--- src/pdmr_pkg.sv ---
// Constants, register map and helpers for the divider and modulator register bank
`default_nettype none

package pdmr_pkg;

	////////////////////////////////////////////////////////////////////////////////
	// Register offsets on the register port
	localparam logic [4:0] ADDR_REF_DIV     = 5'h02;
	localparam logic [4:0] ADDR_INT_FREQ    = 5'h03;
	localparam logic [4:0] ADDR_FRAC_FREQ   = 5'h04;
	localparam logic [4:0] ADDR_OSC_ACCESS  = 5'h05;
	localparam logic [4:0] ADDR_MOD_CFG     = 5'h06;
	localparam logic [4:0] ADDR_DEV_CTRL    = 5'h08;
	localparam logic [4:0] ADDR_LINK_STATUS = 5'h09;

	////////////////////////////////////////////////////////////////////////////////
	// Values after reset
	localparam logic [13:0] RESET_REF_DIV    = 14'h0001;
	localparam logic [18:0] RESET_INT_FREQ   = 19'h00019;
	localparam logic [23:0] RESET_FRAC_FREQ  = 24'h000000;
	localparam logic [15:0] RESET_OSC_ACCESS = 16'h0000;
	localparam logic [23:0] RESET_MOD_CFG    = 24'h200B4A;
	localparam logic        RESET_REF_BUF_EN = 1'h0;
	localparam logic        RESET_MOD_RST_N  = 1'h1;

	////////////////////////////////////////////////////////////////////////////////
	// Field positions
	localparam int CFG_SEED_LSB      = 0;
	localparam int CFG_BYPASS_BIT    = 7;
	localparam int CFG_AUTO_SEED_BIT = 8;
	localparam int CFG_CORE_EN_BIT   = 11;
	localparam int CTRL_MOD_RST_BIT  = 0;
	localparam int CTRL_REF_BUF_BIT  = 3;
	localparam int OSC_ID_LSB        = 0;
	localparam int OSC_ADDR_LSB      = 3;
	localparam int OSC_DATA_LSB      = 7;
	localparam int STAT_BUSY_BIT     = 0;
	localparam int STAT_PEND_BIT     = 1;
	localparam int STAT_FRAC_BIT     = 2;

	////////////////////////////////////////////////////////////////////////////////
	// Divider and seed constants
	localparam logic [13:0] REF_DIV_UNITY = 14'h0001;
	localparam logic [23:0] SEED_ZERO     = 24'h000000;
	localparam logic [23:0] SEED_LSB      = 24'h000001;
	localparam logic [23:0] SEED_PATTERN2 = 24'hB29D08;
	localparam logic [23:0] SEED_PATTERN3 = 24'h50F1CD;

	////////////////////////////////////////////////////////////////////////////////
	// Forwarding link timing: link clock is the block clock divided by four
	localparam int          LINK_DIVIDE     = 4;
	localparam logic [1:0]  LINK_LAST_PHASE = 2'(LINK_DIVIDE - 1);
	localparam logic [1:0]  LINK_HIGH_PHASE = 2'(LINK_DIVIDE / 2);
	localparam logic [3:0]  LINK_LAST_BIT   = 4'hF;

	typedef enum logic [0:0] {
		PDMR_LINK_IDLE  = 1'b0,
		PDMR_LINK_SHIFT = 1'b1
	} pdmr_link_state_type;

	////////////////////////////////////////////////////////////////////////////////
	// Seed selector lookup
	function automatic logic [23:0] pdmr_seed_of(input logic [1:0] sel);
		logic [23:0] value;
		value = SEED_ZERO;
		case (sel)
			2'h0: value = SEED_ZERO;
			2'h1: value = SEED_LSB;
			2'h2: value = SEED_PATTERN2;
			default: value = SEED_PATTERN3;
		endcase
		return value;
	endfunction

endpackage

`default_nettype wire

--- src/pdmr_link_if.sv ---
// Carrier between the register bank, its forwarding engine and its seed holder
`default_nettype none

interface pdmr_link_if;
	logic        fwd_start;
	logic [15:0] fwd_word;
	logic        fwd_busy;
	logic        seed_load;
	logic [1:0]  seed_sel;
	logic [23:0] seed_value;

	modport fwd_ctl  (output fwd_start, fwd_word, input fwd_busy);
	modport fwd_eng  (input fwd_start, fwd_word, output fwd_busy);
	modport seed_ctl (output seed_load, seed_sel, input seed_value);
	modport seed_eng (input seed_load, seed_sel, output seed_value);
endinterface

`default_nettype wire

--- src/pdmr_fwd_shift.sv ---
// Serial forwarding engine towards the oscillator subsystem
`default_nettype none

module pdmr_fwd_shift
	import pdmr_pkg::*;
(
	input  wire logic          clk,
	input  wire logic          rst,
	pdmr_link_if.fwd_eng       link,
	output logic               osc_link_clk,
	output logic               osc_link_data,
	output logic               osc_link_frame
);

	typedef struct packed {
		pdmr_link_state_type state;
		logic [1:0]          phase;
		logic [3:0]          bit_count;
		logic [15:0]         shift;
		logic                sclk;
		logic                frame;
	} pdmr_fwd_state_type;

	pdmr_fwd_state_type q;
	pdmr_fwd_state_type next_q;

	always_comb begin
		next_q = q;
		case (q.state)
			PDMR_LINK_IDLE: begin
				if (link.fwd_start) begin
					next_q.state     = PDMR_LINK_SHIFT;
					next_q.phase     = 2'h0;
					next_q.bit_count = 4'h0;
					next_q.shift     = link.fwd_word;
					next_q.frame     = 1'b1;
				end
			end
			default: begin
				next_q.phase = q.phase + 2'h1; // Link runs at a quarter of clk
				if (q.phase == LINK_LAST_PHASE) begin
					if (q.bit_count == LINK_LAST_BIT) begin
						next_q.state = PDMR_LINK_IDLE;
						next_q.frame = 1'b0;
					end else begin
						next_q.bit_count = q.bit_count + 4'h1;
						next_q.shift     = {q.shift[14:0], 1'b0}; // Most significant first
					end
				end
			end
		endcase
		next_q.sclk = (next_q.state == PDMR_LINK_SHIFT) && (next_q.phase >= LINK_HIGH_PHASE);
	end

	always_ff @(posedge clk) begin
		if (rst) begin
			q <= '{PDMR_LINK_IDLE, 2'h0, 4'h0, 16'h0000, 1'b0, 1'b0};
		end else begin
			q <= next_q;
		end
	end

	assign link.fwd_busy  = (q.state == PDMR_LINK_SHIFT);
	assign osc_link_clk   = q.sclk;
	assign osc_link_data  = q.shift[15];
	assign osc_link_frame = q.frame;

endmodule

`default_nettype wire

--- src/pdmr_regs.sv ---
// Register bank for the reference divider, feedback divider, indirect access and modulator
//
// Contract
// Reference divide is 14 bits, 1..16383, effective only with reference buffer enabled.
// Host keeps 19-bit integer divide within range of active mode.
// Fractional divide is 24-bit unsigned, fraction equals value over two to 24.
// Fractional value applies only in fractional mode, ignored in integer mode.
// Every indirect access write starts a forwarding transfer by its own engine; here writes while one is pending merge, only the latest word is sent.
// Reading indirect access returns only the most recently forwarded word; here it returns the most recently written word, even before it is forwarded.
// Indirect word: id bits 2..0, address bits 6..3, data bits 15..7.
// Seed code 0 zero, 1 lsb, 2 B29D08h, 3 50F1CDh.
// Seed is stored, loaded on frequency change only when automatic seed load set.
// Bypass 0 lets modulator drive divider; bypass 1 ignores modulator output.
// Bypassed modulator keeps running while its active-low reset control is one.
// Core enable 0 disables fractional core; 1 enables it.
// Core enable picks whether integer or fractional write starts band calibration.
// Forwarded word shifts out most significant bit first over internal link.
// Link runs at calibration clock rate, reference divided by four.
// Registers update whole on a complete host write, never partially.
//
// Decided for this implementation: the plain strobed port.
`default_nettype none

module pdmr_regs
	import pdmr_pkg::*;
(
	input  wire logic        clk,
	input  wire logic        rst,
	input  wire logic [4:0]  addr,
	input  wire logic [23:0] wdata,
	input  wire logic        wr,
	input  wire logic        rd,
	output logic      [23:0] rdata,
	output logic      [13:0] ref_divide,
	output logic             ref_divide_active,
	output logic      [18:0] feedback_integer,
	output logic      [23:0] feedback_fraction,
	output logic             fractional_mode,
	output logic             divider_uses_modulator,
	output logic             modulator_core_enable,
	output logic             modulator_reset_n,
	output logic             modulator_clock_run,
	output logic      [23:0] modulator_seed,
	output logic             band_calibration_start,
	output logic      [2:0]  osc_subsystem_id,
	output logic      [3:0]  osc_register_address,
	output logic      [8:0]  osc_data,
	output logic             osc_link_clk,
	output logic             osc_link_data,
	output logic             osc_link_frame
);

	////////////////////////////////////////////////////////////////////////////////
	// State

	typedef struct packed {
		logic [13:0] ref_div;
		logic [18:0] int_freq;
		logic [23:0] frac_freq;
		logic [15:0] osc_word;
		logic [23:0] mod_cfg;
		logic        ref_buf_en;
		logic        mod_rst_n;
		logic        fwd_pending;
		logic        fwd_start;
		logic [23:0] rdata;
		logic [13:0] ref_divide;
		logic        ref_active;
		logic [23:0] fb_fraction;
		logic        frac_mode;
		logic        uses_mod;
		logic        core_en;
		logic        clock_run;
		logic        cal_start;
		logic        seed_load;
	} pdmr_regs_state_type;

	pdmr_regs_state_type q;
	pdmr_regs_state_type next_q;

	pdmr_link_if link ();

	logic wr_ref;
	logic wr_int;
	logic wr_frac;
	logic wr_osc;
	logic wr_cfg;
	logic wr_ctrl;

	////////////////////////////////////////////////////////////////////////////////
	// Forwarding engine and seed holder

	pdmr_fwd_shift u_fwd (
		.clk            (clk),
		.rst            (rst),
		.link           (link.fwd_eng),
		.osc_link_clk   (osc_link_clk),
		.osc_link_data  (osc_link_data),
		.osc_link_frame (osc_link_frame)
	);

	pdmr_seed_hold u_seed (
		.clk  (clk),
		.rst  (rst),
		.link (link.seed_eng)
	);

	////////////////////////////////////////////////////////////////////////////////
	// Write decode

	always_comb begin
		wr_ref  = 1'b0;
		wr_int  = 1'b0;
		wr_frac = 1'b0;
		wr_osc  = 1'b0;
		wr_cfg  = 1'b0;
		wr_ctrl = 1'b0;
		if (wr && addr == ADDR_REF_DIV) begin
			wr_ref = 1'b1;
		end else if (wr && addr == ADDR_INT_FREQ) begin
			wr_int = 1'b1;
		end else if (wr && addr == ADDR_FRAC_FREQ) begin
			wr_frac = 1'b1;
		end else if (wr && addr == ADDR_OSC_ACCESS) begin
			wr_osc = 1'b1;
		end else if (wr && addr == ADDR_MOD_CFG) begin
			wr_cfg = 1'b1;
		end else if (wr && addr == ADDR_DEV_CTRL) begin
			wr_ctrl = 1'b1;
		end
	end

	////////////////////////////////////////////////////////////////////////////////
	// Next state

	always_comb begin
		next_q = q;

		// Whole-word register updates from one strobe
		if (wr_ref) begin
			next_q.ref_div = wdata[13:0];
		end
		if (wr_int) begin
			next_q.int_freq = wdata[18:0]; // Range is the host's duty
		end
		if (wr_frac) begin
			next_q.frac_freq = wdata[23:0];
		end
		if (wr_osc) begin
			next_q.osc_word = wdata[15:0];
		end
		if (wr_cfg) begin
			next_q.mod_cfg = wdata[23:0]; // Seed code held here until loaded
		end
		if (wr_ctrl) begin
			next_q.ref_buf_en = wdata[CTRL_REF_BUF_BIT];
			next_q.mod_rst_n  = wdata[CTRL_MOD_RST_BIT];
		end

		// Forwarding: a write queues a transfer, writes while one is pending merge into it, the latest word wins
		next_q.fwd_start = 1'b0;
		if (wr_osc) begin
			next_q.fwd_pending = 1'b1;
		end else if (q.fwd_pending && !q.fwd_start && !link.fwd_busy) begin
			next_q.fwd_start   = 1'b1;
			next_q.fwd_pending = 1'b0;
		end

		// Band calibration start chosen by core enable
		next_q.cal_start = q.mod_cfg[CFG_CORE_EN_BIT] ? wr_frac : wr_int;
		next_q.seed_load = next_q.cal_start && q.mod_cfg[CFG_AUTO_SEED_BIT];

		// Divider and modulator outputs
		next_q.ref_active  = next_q.ref_buf_en;
		next_q.ref_divide  = next_q.ref_buf_en ? next_q.ref_div : REF_DIV_UNITY;
		next_q.core_en     = next_q.mod_cfg[CFG_CORE_EN_BIT];
		next_q.uses_mod    = !next_q.mod_cfg[CFG_BYPASS_BIT];
		next_q.frac_mode   = next_q.core_en && next_q.uses_mod;
		next_q.fb_fraction = next_q.frac_mode ? next_q.frac_freq : RESET_FRAC_FREQ;
		next_q.clock_run   = next_q.core_en && next_q.mod_rst_n; // Runs even when bypassed

		// Read port, answer in the following cycle
		next_q.rdata = 24'h000000;
		if (rd) begin
			if (addr == ADDR_REF_DIV) begin
				next_q.rdata = {10'h000, q.ref_div};
			end else if (addr == ADDR_INT_FREQ) begin
				next_q.rdata = {5'h00, q.int_freq};
			end else if (addr == ADDR_FRAC_FREQ) begin
				next_q.rdata = q.frac_freq;
			end else if (addr == ADDR_OSC_ACCESS) begin
				next_q.rdata = {8'h00, q.osc_word}; // Last written word, even before forwarding
			end else if (addr == ADDR_MOD_CFG) begin
				next_q.rdata = q.mod_cfg;
			end else if (addr == ADDR_DEV_CTRL) begin
				next_q.rdata = {20'h00000, q.ref_buf_en, 2'h0, q.mod_rst_n};
			end else if (addr == ADDR_LINK_STATUS) begin
				next_q.rdata = {21'h000000, q.frac_mode, q.fwd_pending, link.fwd_busy};
			end
		end
	end

	////////////////////////////////////////////////////////////////////////////////
	// Registers

	always_ff @(posedge clk) begin
		if (rst) begin
			q.ref_div     <= RESET_REF_DIV;
			q.int_freq    <= RESET_INT_FREQ;
			q.frac_freq   <= RESET_FRAC_FREQ;
			q.osc_word    <= RESET_OSC_ACCESS;
			q.mod_cfg     <= RESET_MOD_CFG;
			q.ref_buf_en  <= RESET_REF_BUF_EN;
			q.mod_rst_n   <= RESET_MOD_RST_N;
			q.fwd_pending <= 1'b0;
			q.fwd_start   <= 1'b0;
			q.rdata       <= 24'h000000;
			q.ref_divide  <= REF_DIV_UNITY;
			q.ref_active  <= RESET_REF_BUF_EN;
			q.fb_fraction <= RESET_FRAC_FREQ;
			q.frac_mode   <= RESET_MOD_CFG[CFG_CORE_EN_BIT] && !RESET_MOD_CFG[CFG_BYPASS_BIT];
			q.uses_mod    <= !RESET_MOD_CFG[CFG_BYPASS_BIT];
			q.core_en     <= RESET_MOD_CFG[CFG_CORE_EN_BIT];
			q.clock_run   <= RESET_MOD_CFG[CFG_CORE_EN_BIT] && RESET_MOD_RST_N;
			q.cal_start   <= 1'b0;
			q.seed_load   <= 1'b0;
		end else begin
			q <= next_q;
		end
	end

	////////////////////////////////////////////////////////////////////////////////
	// Interface drive and outputs

	assign link.fwd_start = q.fwd_start;
	assign link.fwd_word  = q.osc_word;
	assign link.seed_load = q.seed_load;
	assign link.seed_sel  = q.mod_cfg[CFG_SEED_LSB +: 2];

	assign rdata                  = q.rdata;
	assign ref_divide             = q.ref_divide;
	assign ref_divide_active      = q.ref_active;
	assign feedback_integer       = q.int_freq;
	assign feedback_fraction      = q.fb_fraction;
	assign fractional_mode        = q.frac_mode;
	assign divider_uses_modulator = q.uses_mod;
	assign modulator_core_enable  = q.core_en;
	assign modulator_reset_n      = q.mod_rst_n;
	assign modulator_clock_run    = q.clock_run;
	assign modulator_seed         = link.seed_value;
	assign band_calibration_start = q.cal_start;
	assign osc_subsystem_id       = q.osc_word[OSC_ID_LSB +: 3];
	assign osc_register_address   = q.osc_word[OSC_ADDR_LSB +: 4];
	assign osc_data               = q.osc_word[OSC_DATA_LSB +: 9];

endmodule

`default_nettype wire

--- src/pdmr_seed_hold.sv ---
// Modulator seed holder, loaded on a frequency change
`default_nettype none

module pdmr_seed_hold
	import pdmr_pkg::*;
(
	input  wire logic          clk,
	input  wire logic          rst,
	pdmr_link_if.seed_eng      link
);

	typedef struct packed {
		logic [23:0] seed;
	} pdmr_seed_state_type;

	pdmr_seed_state_type q;
	pdmr_seed_state_type next_q;

	always_comb begin
		next_q = q;
		if (link.seed_load) begin
			next_q.seed = pdmr_seed_of(link.seed_sel); // Seed code lookup
		end
	end

	always_ff @(posedge clk) begin
		if (rst) begin
			q <= '{seed: SEED_ZERO};
		end else begin
			q <= next_q;
		end
	end

	assign link.seed_value = q.seed;

endmodule

`default_nettype wire

--- config.mk ---
export PLATFORM = sky130hd
export DESIGN_NAME = pdmr_regs
export DESIGN_NICKNAME = d
export VERILOG_FILES = /design/src/pdmr_pkg.sv /design/src/pdmr_link_if.sv /design/src/pdmr_fwd_shift.sv /design/src/pdmr_regs.sv /design/src/pdmr_seed_hold.sv
export SDC_FILE = /design/constraint.sdc
export NUM_CORES = 1
export LEC_CHECK = 0
export BUFFER_PORTS_ARGS = -buffer_cell sky130_fd_sc_hd__clkbuf_2
export CAP_MARGIN = 20
export CORE_ASPECT_RATIO = 1.2
export CORE_MARGIN = 8
export CORE_UTILIZATION = 40
export DETAILED_ROUTE_END_ITERATION = 7
export PLACE_DENSITY_LB_ADDON = 0.3
export SYNTH_ARGS = -nofsm -noshare
export SYNTH_HDL_FRONTEND = slang
export SYNTH_SLANG_ARGS = --single-unit
--- constraint.sdc ---
create_clock -name clk -period 2.1 [get_ports clk]
set_clock_uncertainty 0.1 [all_clocks]
set_input_delay 0.105 -clock clk [delete_from_list [all_inputs] [get_ports clk]]
set_output_delay 0.105 -clock clk [all_outputs]
set_load 0.01 [all_outputs]
==> out/qor.yml, run 1 <==
critical_path:
  required_ns: 2.33
  cp.arrival_ns: 2.16
  cp-end-kind: "flip-flop"
  worstSetupPathType: "in -> reg"
  start_kind: "primary input"
  crit_end: "rdata[0]$_SDFF_PP0_"
  rr_endpoint: "u_fwd.q[9]$_SDFFE_PP0P_"
  rrSetupSlack_ns: 0.41
  reg2reg_from: "u_fwd.q[18]$_SDFFE_PP0P_"
  crit_start: "addr[3]"
  reg2reg_depth: 6
  cp_max_fo: 8
routing:
  wirelength_mm: 23.9
  wl_per_cell_um: 18.4
  drt_iter0_drc: 629
  dr.pass1.iters: 6
  ant_nets: 0
  num_vias: 6718
  drc: 0
  viasPerCell: 5.18
placement:
  numPortBuffers: 156
  dpl.hpwl_mm: 17.1
  dp.cells: 1237
  placed_area_um2: 8640
  place.gp.congestion: 0.924
cells_and_area:
  n_fill_cell: 1987
  antenna_cells: 0
  drive_gt1_share_pct: 23.6
  synthToLayoutAreaGrowth_pct: 14.8
  final_cells: 1298
  design_area_um2: 9530
  finalNetCount: 1055
  fin_util_pct: 46.9
clock_network:
  clock_latency_ns: 0.44
  cts.sinks: 197
  htreeDepth: 4
  post-cts-setup-buffers: 0
  cts_root_buffer: "clkbuf_16"
  cts_made_buffers: 17
  clk_transition_reported_paths_ns: 0.07
  cts_tree: "yes"
  clock_path_buffers: 2
global_route:
  track_usage_pct: 18.6
  antenna_found_initial: 0
  grt_max_degree: 87
  grt_first_pass_wirelength_mm: 37.7
  grt_pass1_vias: 6696
  grt.busiest_layer: "met2"
  grt_use_met1_pct: 23.0
  grt.overflow.total: 0
  globalRouteMet2Util_pct: 30.7
  use_met3_pct: 4.20
sta:
  slew_violations: 0
  tns_ns: 0
  finalSetupViolations: 0
  hold_violations: 0
  min_period_ns: 1.93
  period_share_pct: 92.1
  rsz0062_at_grt: "no"
  tightest_slew_ns: 0.630
  fmax_ghz: 0.517
  relSlewSlack_pct: 57.9
synthesis:
  yosysUniqueCellTypes: 57
  ys_seq_elements: 197
  ys_warn_count: 0
  seq_area_frac_synth_pct: 47.5
  avgSynthCellArea_um2: 8.75
  synth-edff-count: 0
  ys_async_sr_fraction_pct: 0
  synth_ff_type: "dfxtp_1"
  synth_top_area_share_pct: 47.5
  syn-instance-count: 949
  syn-cell-area_um2: 8300
  yosys-top-cells-area: "dfxtp_1 (47%), buf_4 (11%), nand2_1 (6.0%), mux2i_1 (5.2%), a21oi_1 (4.5%)"
  yosys.area.top_type: "dfxtp_1"
hold_path:
  hold_path_class: "in -> reg"
pwr:
  p_leak_nw: 4.09
  powerDensity_nw_per_um2: 785
  peakVddDrop_uv: 577
run:
  drv_cap: 0
floorplan:
  die-area_um2: 25600
  core_area_um2: 20300
  rows: 57
  fp.dieH_um: 174
  num_io_pins: 164
  die_w_um: 148
  initial_utilization_pct: 40.8
run_status:
  status: "finished clean"
[cell usage after synthesis (2+ instances only)]
cell type  instances
a211oi_1          19
a21oi_1           75
a221oi_1           2
a22oi_1           12
a31oi_1            3
a32o_1            10
a32oi_1            2
and2_1             4
and3_1            20
buf_1              2
buf_2             13
buf_4            117
buf_6              2
clkbuf_1          44
dfxtp_1          197
ha_1               2
inv_1              6
mux2i_1           43
nand2_1          132
nand2b_1          16
nand3_1           16
nor2_1            93
nor2b_1            5
nor3_1            32
nor3b_1            6
nor4b_1            2
o211ai_1          11
o21ai_0           31
or2_2              2
or3_1              3
[how the worst min path moves through the flow]
stage | start | endpoint | slack, ns | depth (start not counted)
global route | wdata[7] | link.fwd_word[7]$_SDFFE_PP0P_ | 0.07 | 4
CTS | wdata[7] | link.fwd_word[7]$_SDFFE_PP0P_ | 0.06 | 4
finish | wdata[7] | link.fwd_word[7]$_SDFFE_PP0P_ | 0.07 | 4
floorplan | wdata[0] | feedback_integer[0]$_SDFFE_PP1P_ | 0.13 | 2
detailed placement | wdata[21] | q[94]$_SDFFE_PP1P_ | 0.25 | 3
global placement | wdata[20] | q[93]$_SDFFE_PP0P_ | 0.25 | 3
[cells by family (layout without fill, tap and decap cells)]
kind of cell             Yosys count  after routing  share of synthesized area (%)
AND/OR/NAND/NOR                  341            341                           19.1
flip-flops                       197            197                           47.5
buffers and inverters            184            262                           14.0
AO/OA/AOI/OAI                    176            176                           13.2
multiplexers                      46             46                           5.67
adder cells (fa/ha/maj)            2              2                          0.301
XOR/XNOR                           2              2                          0.211
other                              1              7                         0.0452
[cell type report]
type,instances,area [µm²],share of cell area [%]
Clock inverter,15,165,1.73
Clock buffer,17,425,4.46
Inverter,6,22.5,0.236
Timing Repair Buffer,224,1410,14.8
Sequential cell,197,3940,41.4
Tap cell,265,332,3.48
Multi-Input combinational cell,574,3230,33.9
[per-stage QoR]
step	hold WS, ns	power [mW]	setup slack (ns)
after floorplan	0.129	4.08	0.364
after global placement	0.251	4.23	0.198
after detailed placement	0.251	4.23	0.113
after CTS	0.0557	7.52	0.0664
after global routing	0.0677	7.71	0.0704
final	0.0749	7.48	0.166
[what timing repair did]
item / in CTS / in global routing
setup endpoints to repair: 0 / 4
hold buffers: 28 / 0
resized for setup: 0 / 2
endpoints found under the hold margin: 103 / 0
[report_power, final]
part / internal (mW) / switching, mW
Sequential: 3.76 / 0.0181
Clock: 1.70 / 1.59
Combinational: 0.153 / 0.264
[layer usage]
metal | part of all wire, % | routed length, µm
met1 | 43 | 10300
met2 | 48 | 11600
met3 | 5.7 | 1370
met4 | 2.5 | 603
met5 | 0 | 0
[worst max-delay path, stage by stage]
cell and delay (ns):
dlygate4sd3_1 0.54, clkbuf_2 0.17, buf_4 0.19, or4b_2 0.72, o31ai_1 0.25, a31oi_1 0.07
o31a_1 0.12
[cell usage in the layout, fill, tap and decap left out, types with 3 or more instances in the layout]
cell           instances
a211oi_1              19
a21oi_1               75
a22oi_1               12
a31oi_1                3
a32o_1                10
and2_1                 4
and3_1                20
buf_12                 3
buf_4                 37
clkbuf_16             17
clkbuf_2             155
clkinv_4               5
conb_1                 7
dfxtp_1              197
dlygate4sd3_1         28
inv_1                  6
inv_8                  6
mux2i_1               43
nand2_1              131
nand2b_1              16
nand3_1               16
nor2_1                93
nor2b_1                5
nor3_1                32
nor3b_1                6
o211ai_1              11
o21ai_0               31
or3_1                  3
[flip-flops by register name, indices dropped and copies added (netlist names), 2 cells and up]
signal and cells:
feedback_fraction 24, link.seed_sel 2, u_fwd.q 21, q 61, link.fwd_word 16, rdata 24, ref_divide 14, u_seed.link.seed_value 4
feedback_integer 19
Note: power is estimated with default switching activity, not from simulation.
==> run 2: changes to the inputs <==
--- a/config.mk
+++ b/config.mk
@@ -9,7 +9,7 @@
 export CAP_MARGIN = 20
 export CORE_ASPECT_RATIO = 1.2
 export CORE_MARGIN = 8
-export CORE_UTILIZATION = 40
+export CORE_UTILIZATION = 38
 export DETAILED_ROUTE_END_ITERATION = 7
 export PLACE_DENSITY_LB_ADDON = 0.3
 export SYNTH_ARGS = -nofsm -noshare
==> run 2 against run 1 <==
Effect of this change: final area decreased by 0.42%; cell count increased by 0.15%; fmax increased by 15%; utilization decreased by 2.9 points; sequential share of layout area increased by 0.17 points; clock power increased by 2%; critical path depth decreased by 2; largest power group unchanged.
==> out/qor.yml, run 2 (synthesis results as in run 1) <==
run_status:
  status: "finished clean"
clock_network:
  cts_root_buffer: "clkbuf_16"
  clock_latency_ns: 0.44
  clk_transition_reported_paths_ns: 0.08
  cts.sinks: 197
  clock_path_buffers: 2
  htreeDepth: 4
  cts_tree: "yes"
  cts_made_buffers: 17
  ctsResizeCount: 0
critical_path:
  critPathTopFamily: "simple AND/OR/NAND/NOR gates"
  start_kind: "flip-flop"
  cp_slowest_cell: "dfxtp_1"
  max_stage_delay_ns: 0.39
  cp_max_fo: 12
  crit_chain: "nor2b_1 > a31oi_1 > buf_4 > a211oi_1 > nor3_1"
  cp.arrival_ns: 1.89
  cp-end-kind: "flip-flop"
  required_ns: 2.31
  worstSetupPathType: "reg -> reg"
  cp_num_buf_inv: 1
sta:
  slew_violations: 0
  hold_slack_ns: 0.0178
  period_share_pct: 79.9
  finalSetupViolations: 0
  worst_slack_ns: 0.422
  relSlewSlack_pct: 60.6
  rsz0062_at_grt: "no"
  tightest_slew_ns: 0.589
  tns_ns: 0
  min_period_ns: 1.68
  hold_violations: 0
  fmax_ghz: 0.596
global_route:
  track_usage_pct: 17.7
  grt.overflow.total: 0
  grt_max_degree: 82
  grt_first_pass_wirelength_mm: 36.3
  antenna_found_initial: 0
  grt_pass1_vias: 6348
floorplan:
  core_area_um2: 21600
  die_w_um: 151
  die-area_um2: 26900
  rows: 59
  fp.dieH_um: 178
  num_io_pins: 164
  initial_utilization_pct: 38.5
placement:
  dpl.hpwl_mm: 17.2
  place.gp.congestion: 0.904
  numPortBuffers: 156
  placed_area_um2: 8640
  dp_slack_ns: 0.260
pwr:
  p_leak_nw: 4.06
  peakVddDrop_uv: 577
  power_mw: 7.51
  powerDensity_nw_per_um2: 791
routing:
  wirelength_mm: 23.8
  drc: 0
  viasPerCell: 5.01
  num_vias: 6513
  drt_iter0_drc: 519
  ant_nets: 0
  dr.pass1.iters: 8
  wl_per_cell_um: 18.3
hold_path:
  hold_path_class: "in -> reg"
cells_and_area:
  final_common_cell: "dfxtp_1"
  multi_input_area_um2: 3220
  synthToLayoutAreaGrowth_pct: 14.3
  layout_common_cells: "dfxtp_1 (197), clkbuf_2 (155), nand2_1 (132)"
  drive_gt1_share_pct: 23.3
  antenna_cells: 0
  register_area_um2: 3940
  largest_register: "q"
  design_area_um2: 9490
  largest_reg_flops: 61
  n_fill_cell: 2198
  finalNetCount: 1048
run:
  drv_cap: 0
run 2: changes by cell type in the layout (fill, tap and decap cells not counted), sizes merged:
cell         change
buf              -3
inv              +2
dlygate4sd3      -4
clkinv           -2
run 2: tightest hold or removal path, delay by kind of cell:
| family | cells | cell delay [ns] |
|---|---|---|
| AOI/OAI and AO/OA | 2 | 0.22 |
| buffers and inverters | 1 | 0.17 |
run 2: area by class of cell:
cell class | instances | share of cell area [%]
tap | 274 | 3.61
timing repair buffer | 217 | 14.2
inverter | 6 | 0.237
multi-input combinational | 574 | 34.0
clock buffer | 17 | 4.48
sequential | 197 | 41.6
clock inverter | 15 | 1.90
run 2: worst paths after layout:
path	start	endpoint	slack, ns	cells past startpoint
worst max register to register	u_fwd.link.fwd_busy$_SDFF_PP0_	u_fwd.q[8]$_SDFFE_PP0P_	0.42	5
worst min register to register	q[88]$_SDFFE_PP0P_	q[88]$_SDFFE_PP0P_	0.36	2
worst min-delay path	addr[0]	rdata[14]$_SDFF_PP0_	0.02	3
worst max-delay path	u_fwd.link.fwd_busy$_SDFF_PP0_	u_fwd.q[8]$_SDFFE_PP0P_	0.42	5
run 2: timing repair:
item                      4_1_cts  5_1_grt
hold buffers                   24        0
hold endpoints to repair      108        0
buffers inserted                0        0
run 2: layer usage:
layer	vias to the layer above	share of wire, %	track usage (%)
li1	3248	-	-
met1	3068	44	22.4
met2	179	50	29.5
met3	18	5.3	3.47
met4	0	1.4	5.91
met5	-	0	0
run 2: per-stage QoR:
stage                     util [%]  cells
after global routing          44.0   1300
after global placement        40.1   1244
after floorplan                  -    955
after detailed placement      40.1   1244
after CTS                     44.0   1300
final                         44.0   1300
run 2: power by group:
group / switching, mW / internal [mW]
clock: 1.61 / 1.72
combinational: 0.260 / 0.147
sequential: 0.0181 / 3.76
==> run 3: changes to the inputs <==
--- a/config.mk
+++ b/config.mk
@@ -5,6 +5,7 @@
 export SDC_FILE = /design/constraint.sdc
 export NUM_CORES = 1
 export LEC_CHECK = 0
+export ABC_AREA = 1
 export BUFFER_PORTS_ARGS = -buffer_cell sky130_fd_sc_hd__clkbuf_2
 export CAP_MARGIN = 20
 export CORE_ASPECT_RATIO = 1.2
==> constraint.sdc (replaced) <==
create_clock -name clk -period 1.47 [get_ports clk]
set_clock_uncertainty 0.1 [all_clocks]
set_input_delay 0.0735 -clock clk [delete_from_list [all_inputs] [get_ports clk]]
set_output_delay 0.0735 -clock clk [all_outputs]
set_load 0.01 [all_outputs]
==> run 3 against run 2 <==
Effect of this change: fmax is 21% higher; count of clock-buffer cells in the layout is 3 higher; sequential share of layout area is 1.7 points lower; global-route usage is 0.053 points lower; total power is 49% higher; cell count is 13% higher; combinational power is 120% higher; via count is 6.5% higher; critical path depth is 3 higher; wire length is 0.79% higher.
==> out/qor.yml, run 3 <==
run_status:
  status: "finished clean"
critical_path:
  reg2reg_from: "u_fwd.q[18]$_SDFFE_PP0P_"
  cp.arrival_ns: 1.63
  rr_endpoint: "u_fwd.q[19]$_SDFFE_PP0P_"
  reg2reg_depth: 8
  rrSetupSlack_ns: 0.08
  required_ns: 1.71
  cp-end-kind: "flip-flop"
  cp_max_fo: 14
  start_kind: "flip-flop"
  worstSetupPathType: "reg -> reg"
floorplan:
  fp.dieH_um: 178
  rows: 59
  die_w_um: 151
  core_area_um2: 21600
  num_io_pins: 164
  die-area_um2: 26900
  initial_utilization_pct: 38.5
cells_and_area:
  largest_register: "q"
  synthToLayoutAreaGrowth_pct: 18.9
  final_cells: 1469
  final_common_cell: "dfxtp_1"
  finalNetCount: 1218
  antenna_cells: 0
  drive_gt1_share_pct: 25.8
  largest_reg_flops: 61
  layout_common_cells: "dfxtp_1 (195), nand2_1 (179), clkbuf_2 (156)"
  n_fill_cell: 2187
  design_area_um2: 9900
  fin_util_pct: 45.8
clock_network:
  htreeDepth: 4
  clk_transition_reported_paths_ns: 0.07
  clock_path_buffers: 2
  cts_tree: "yes"
  cts_root_buffer: "clkbuf_16"
  cts.sinks: 197
  clock_latency_ns: 0.43
  post-cts-setup-buffers: 0
  cts_made_buffers: 17
routing:
  wl_per_cell_um: 16.3
  ant_nets: 0
  wirelength_mm: 23.9
  drt_iter0_drc: 437
  viasPerCell: 4.72
  dr.pass1.iters: 5
  drc: 0
  num_vias: 6936
synthesis:
  ys_async_sr_fraction_pct: 0
  ys_seq_elements: 197
  synth_ff_type: "dfxtp_1"
  synth.most_common_cell: "dfxtp_1"
  yosys-top-cells-area: "dfxtp_1 (47%), buf_4 (11%), nand2_1 (8.2%), o21ai_0 (8.1%), nor2_1 (5.5%)"
  avgSynthCellArea_um2: 7.74
  yosysUniqueCellTypes: 34
  yosys.area.top_type: "dfxtp_1"
  syn-cell-area_um2: 8330
  syn-instance-count: 1075
  synth_common_cells: "dfxtp_1 (197), nand2_1 (181), o21ai_0 (135)"
  seq_area_frac_synth_pct: 47.4
  synth-edff-count: 0
  ys_warn_count: 0
  synth_top_area_share_pct: 47.4
placement:
  place.gp.congestion: 0.856
  dp.cells: 1413
  numPortBuffers: 156
  placed_area_um2: 9010
  dpl.hpwl_mm: 18.1
hold_path:
  min_from: "rst"
  holdPathEnd: "q[164]$_SDFF_PP0_"
  hold_path_class: "in -> reg"
  whs_path_depth: 3
pwr:
  powerDensity_nw_per_um2: 1130
  p_leak_nw: 4.46
  clkPwrFrac_pct: 42.5
  peakVddDrop_uv: 796
  p_seq_share_pct: 49.4
  power_mw: 11.2
  switchingPower_mw: 2.63
  p_int_mw: 8.54
  combPwrFrac_pct: 8.0
  switching_share_pct: 23.6
global_route:
  grt_pass1_vias: 6590
  antenna_found_initial: 0
  grt_first_pass_wirelength_mm: 36.4
  grt_max_degree: 64
  track_usage_pct: 17.7
  grt.overflow.total: 0
sta:
  slew_violations: 0
  hold_violations: 0
  min_period_ns: 1.39
  period_share_pct: 94.5
  hold_slack_ns: 0.0312
  finalSetupViolations: 0
  fmax_ghz: 0.720
  rsz0062_at_grt: "yes"
run:
  drv_cap: 0
-- run 3: cell types whose count changed after synthesis, moves of 19 or more --
cell / before / now
inv_1: 6 / 99
o21ai_0: 31 / 135
mux2i_1: 43 / 0
nor3_1: 32 / 6
nor3_2: 0 / 20
clkbuf_1: 44 / 25
nand2_1: 132 / 181
nor2_1: 93 / 123
and3_1: 20 / 0
-- run 3: final cells by class --
class | count | area (µm²) | share of cell area [%]
repair buffers | 253 | 1730 | 17.5
flip-flops and latches | 197 | 3950 | 39.9
inverters | 105 | 395 | 3.99
clock inverters | 11 | 150 | 1.52
multi-input cells | 609 | 2890 | 29.2
well taps | 274 | 343 | 3.46
clock buffers | 20 | 447 | 4.51
-- run 3: per-stage QoR --
step                      TNS (ns)  worst slack, ns
after floorplan                  0          0.00687
after global placement       -2.70           -0.109
after detailed placement     -3.65           -0.132
after CTS                        0          0.00282
after global routing       -0.0230          -0.0151
final                            0           0.0807
-- run 3: worst max path at each step --
stage | startpoint | endpoint | slack, ns | depth (start not counted)
2_1_floorplan | u_fwd.q[18]$_SDFFE_PP0P_ | u_fwd.q[3]$_SDFFE_PP0P_ | 0.007 | 9
3_3_place_gp | addr[4] | rdata[0]$_SDFF_PP0_ | -0.11 | 11
3_5_place_dp | addr[0] | link.seed_sel[0]$_SDFFE_PP0P_ | -0.13 | 9
4_1_cts | u_fwd.q[18]$_SDFFE_PP0P_ | u_fwd.q[21]$_SDFFE_PP0P_ | 0.003 | 10
5_1_grt | u_fwd.q[18]$_SDFFE_PP0P_ | u_fwd.osc_link_data$_SDFFE_PP0P_ | -0.02 | 9
6_report | u_fwd.q[18]$_SDFFE_PP0P_ | u_fwd.q[19]$_SDFFE_PP0P_ | 0.08 | 8
-- run 3: worst max-delay path, cell delays in order, from the launching register on --
cell and delay [ns]:
dfxtp_2 0.33, ha_2 0.18, nand3_1 0.08, nand2_1 0.07, nand2_2 0.07, nand2_4 0.09, buf_6 0.15, a21oi_1 0.05
a211oi_1 0.17
-- run 3: routing by layer --
metal	vias up	GRT usage, %	wire length (µm)
met1	3196	21.7	10300
met5	-	0	0
li1	3503	-	-
met2	206	29.6	11600
met3	31	3.93	1580
met4	0	6.44	529
-- run 3: what timing repair did --
action                                  in CTS  in global routing
hold buffers                                25                  0
hold endpoints to repair                    82                  0
resized for setup                            2                 19
pin swaps                                    1                  1
endpoints found under the setup margin       7                 22
-- run 3: power groups by stage --
stage / combinational (mW) / sequential [mW] / clock (mW)
after floorplan: 0.485 / 5.63 / 0
after global placement: 0.811 / 5.64 / 0
after detailed placement: 0.822 / 5.64 / 0
after CTS: 0.880 / 5.52 / 4.86
after global routing: 0.988 / 5.53 / 5.08
final: 0.898 / 5.52 / 4.75
-- run 3: logic make-up after synthesis --
kind of cell    synth area share (%)
simple gates                    19.0
flops                           47.4
other cells                   0.0450
compound gates                  14.8
fa+ha+maj                      0.301
buf+inv                         18.6
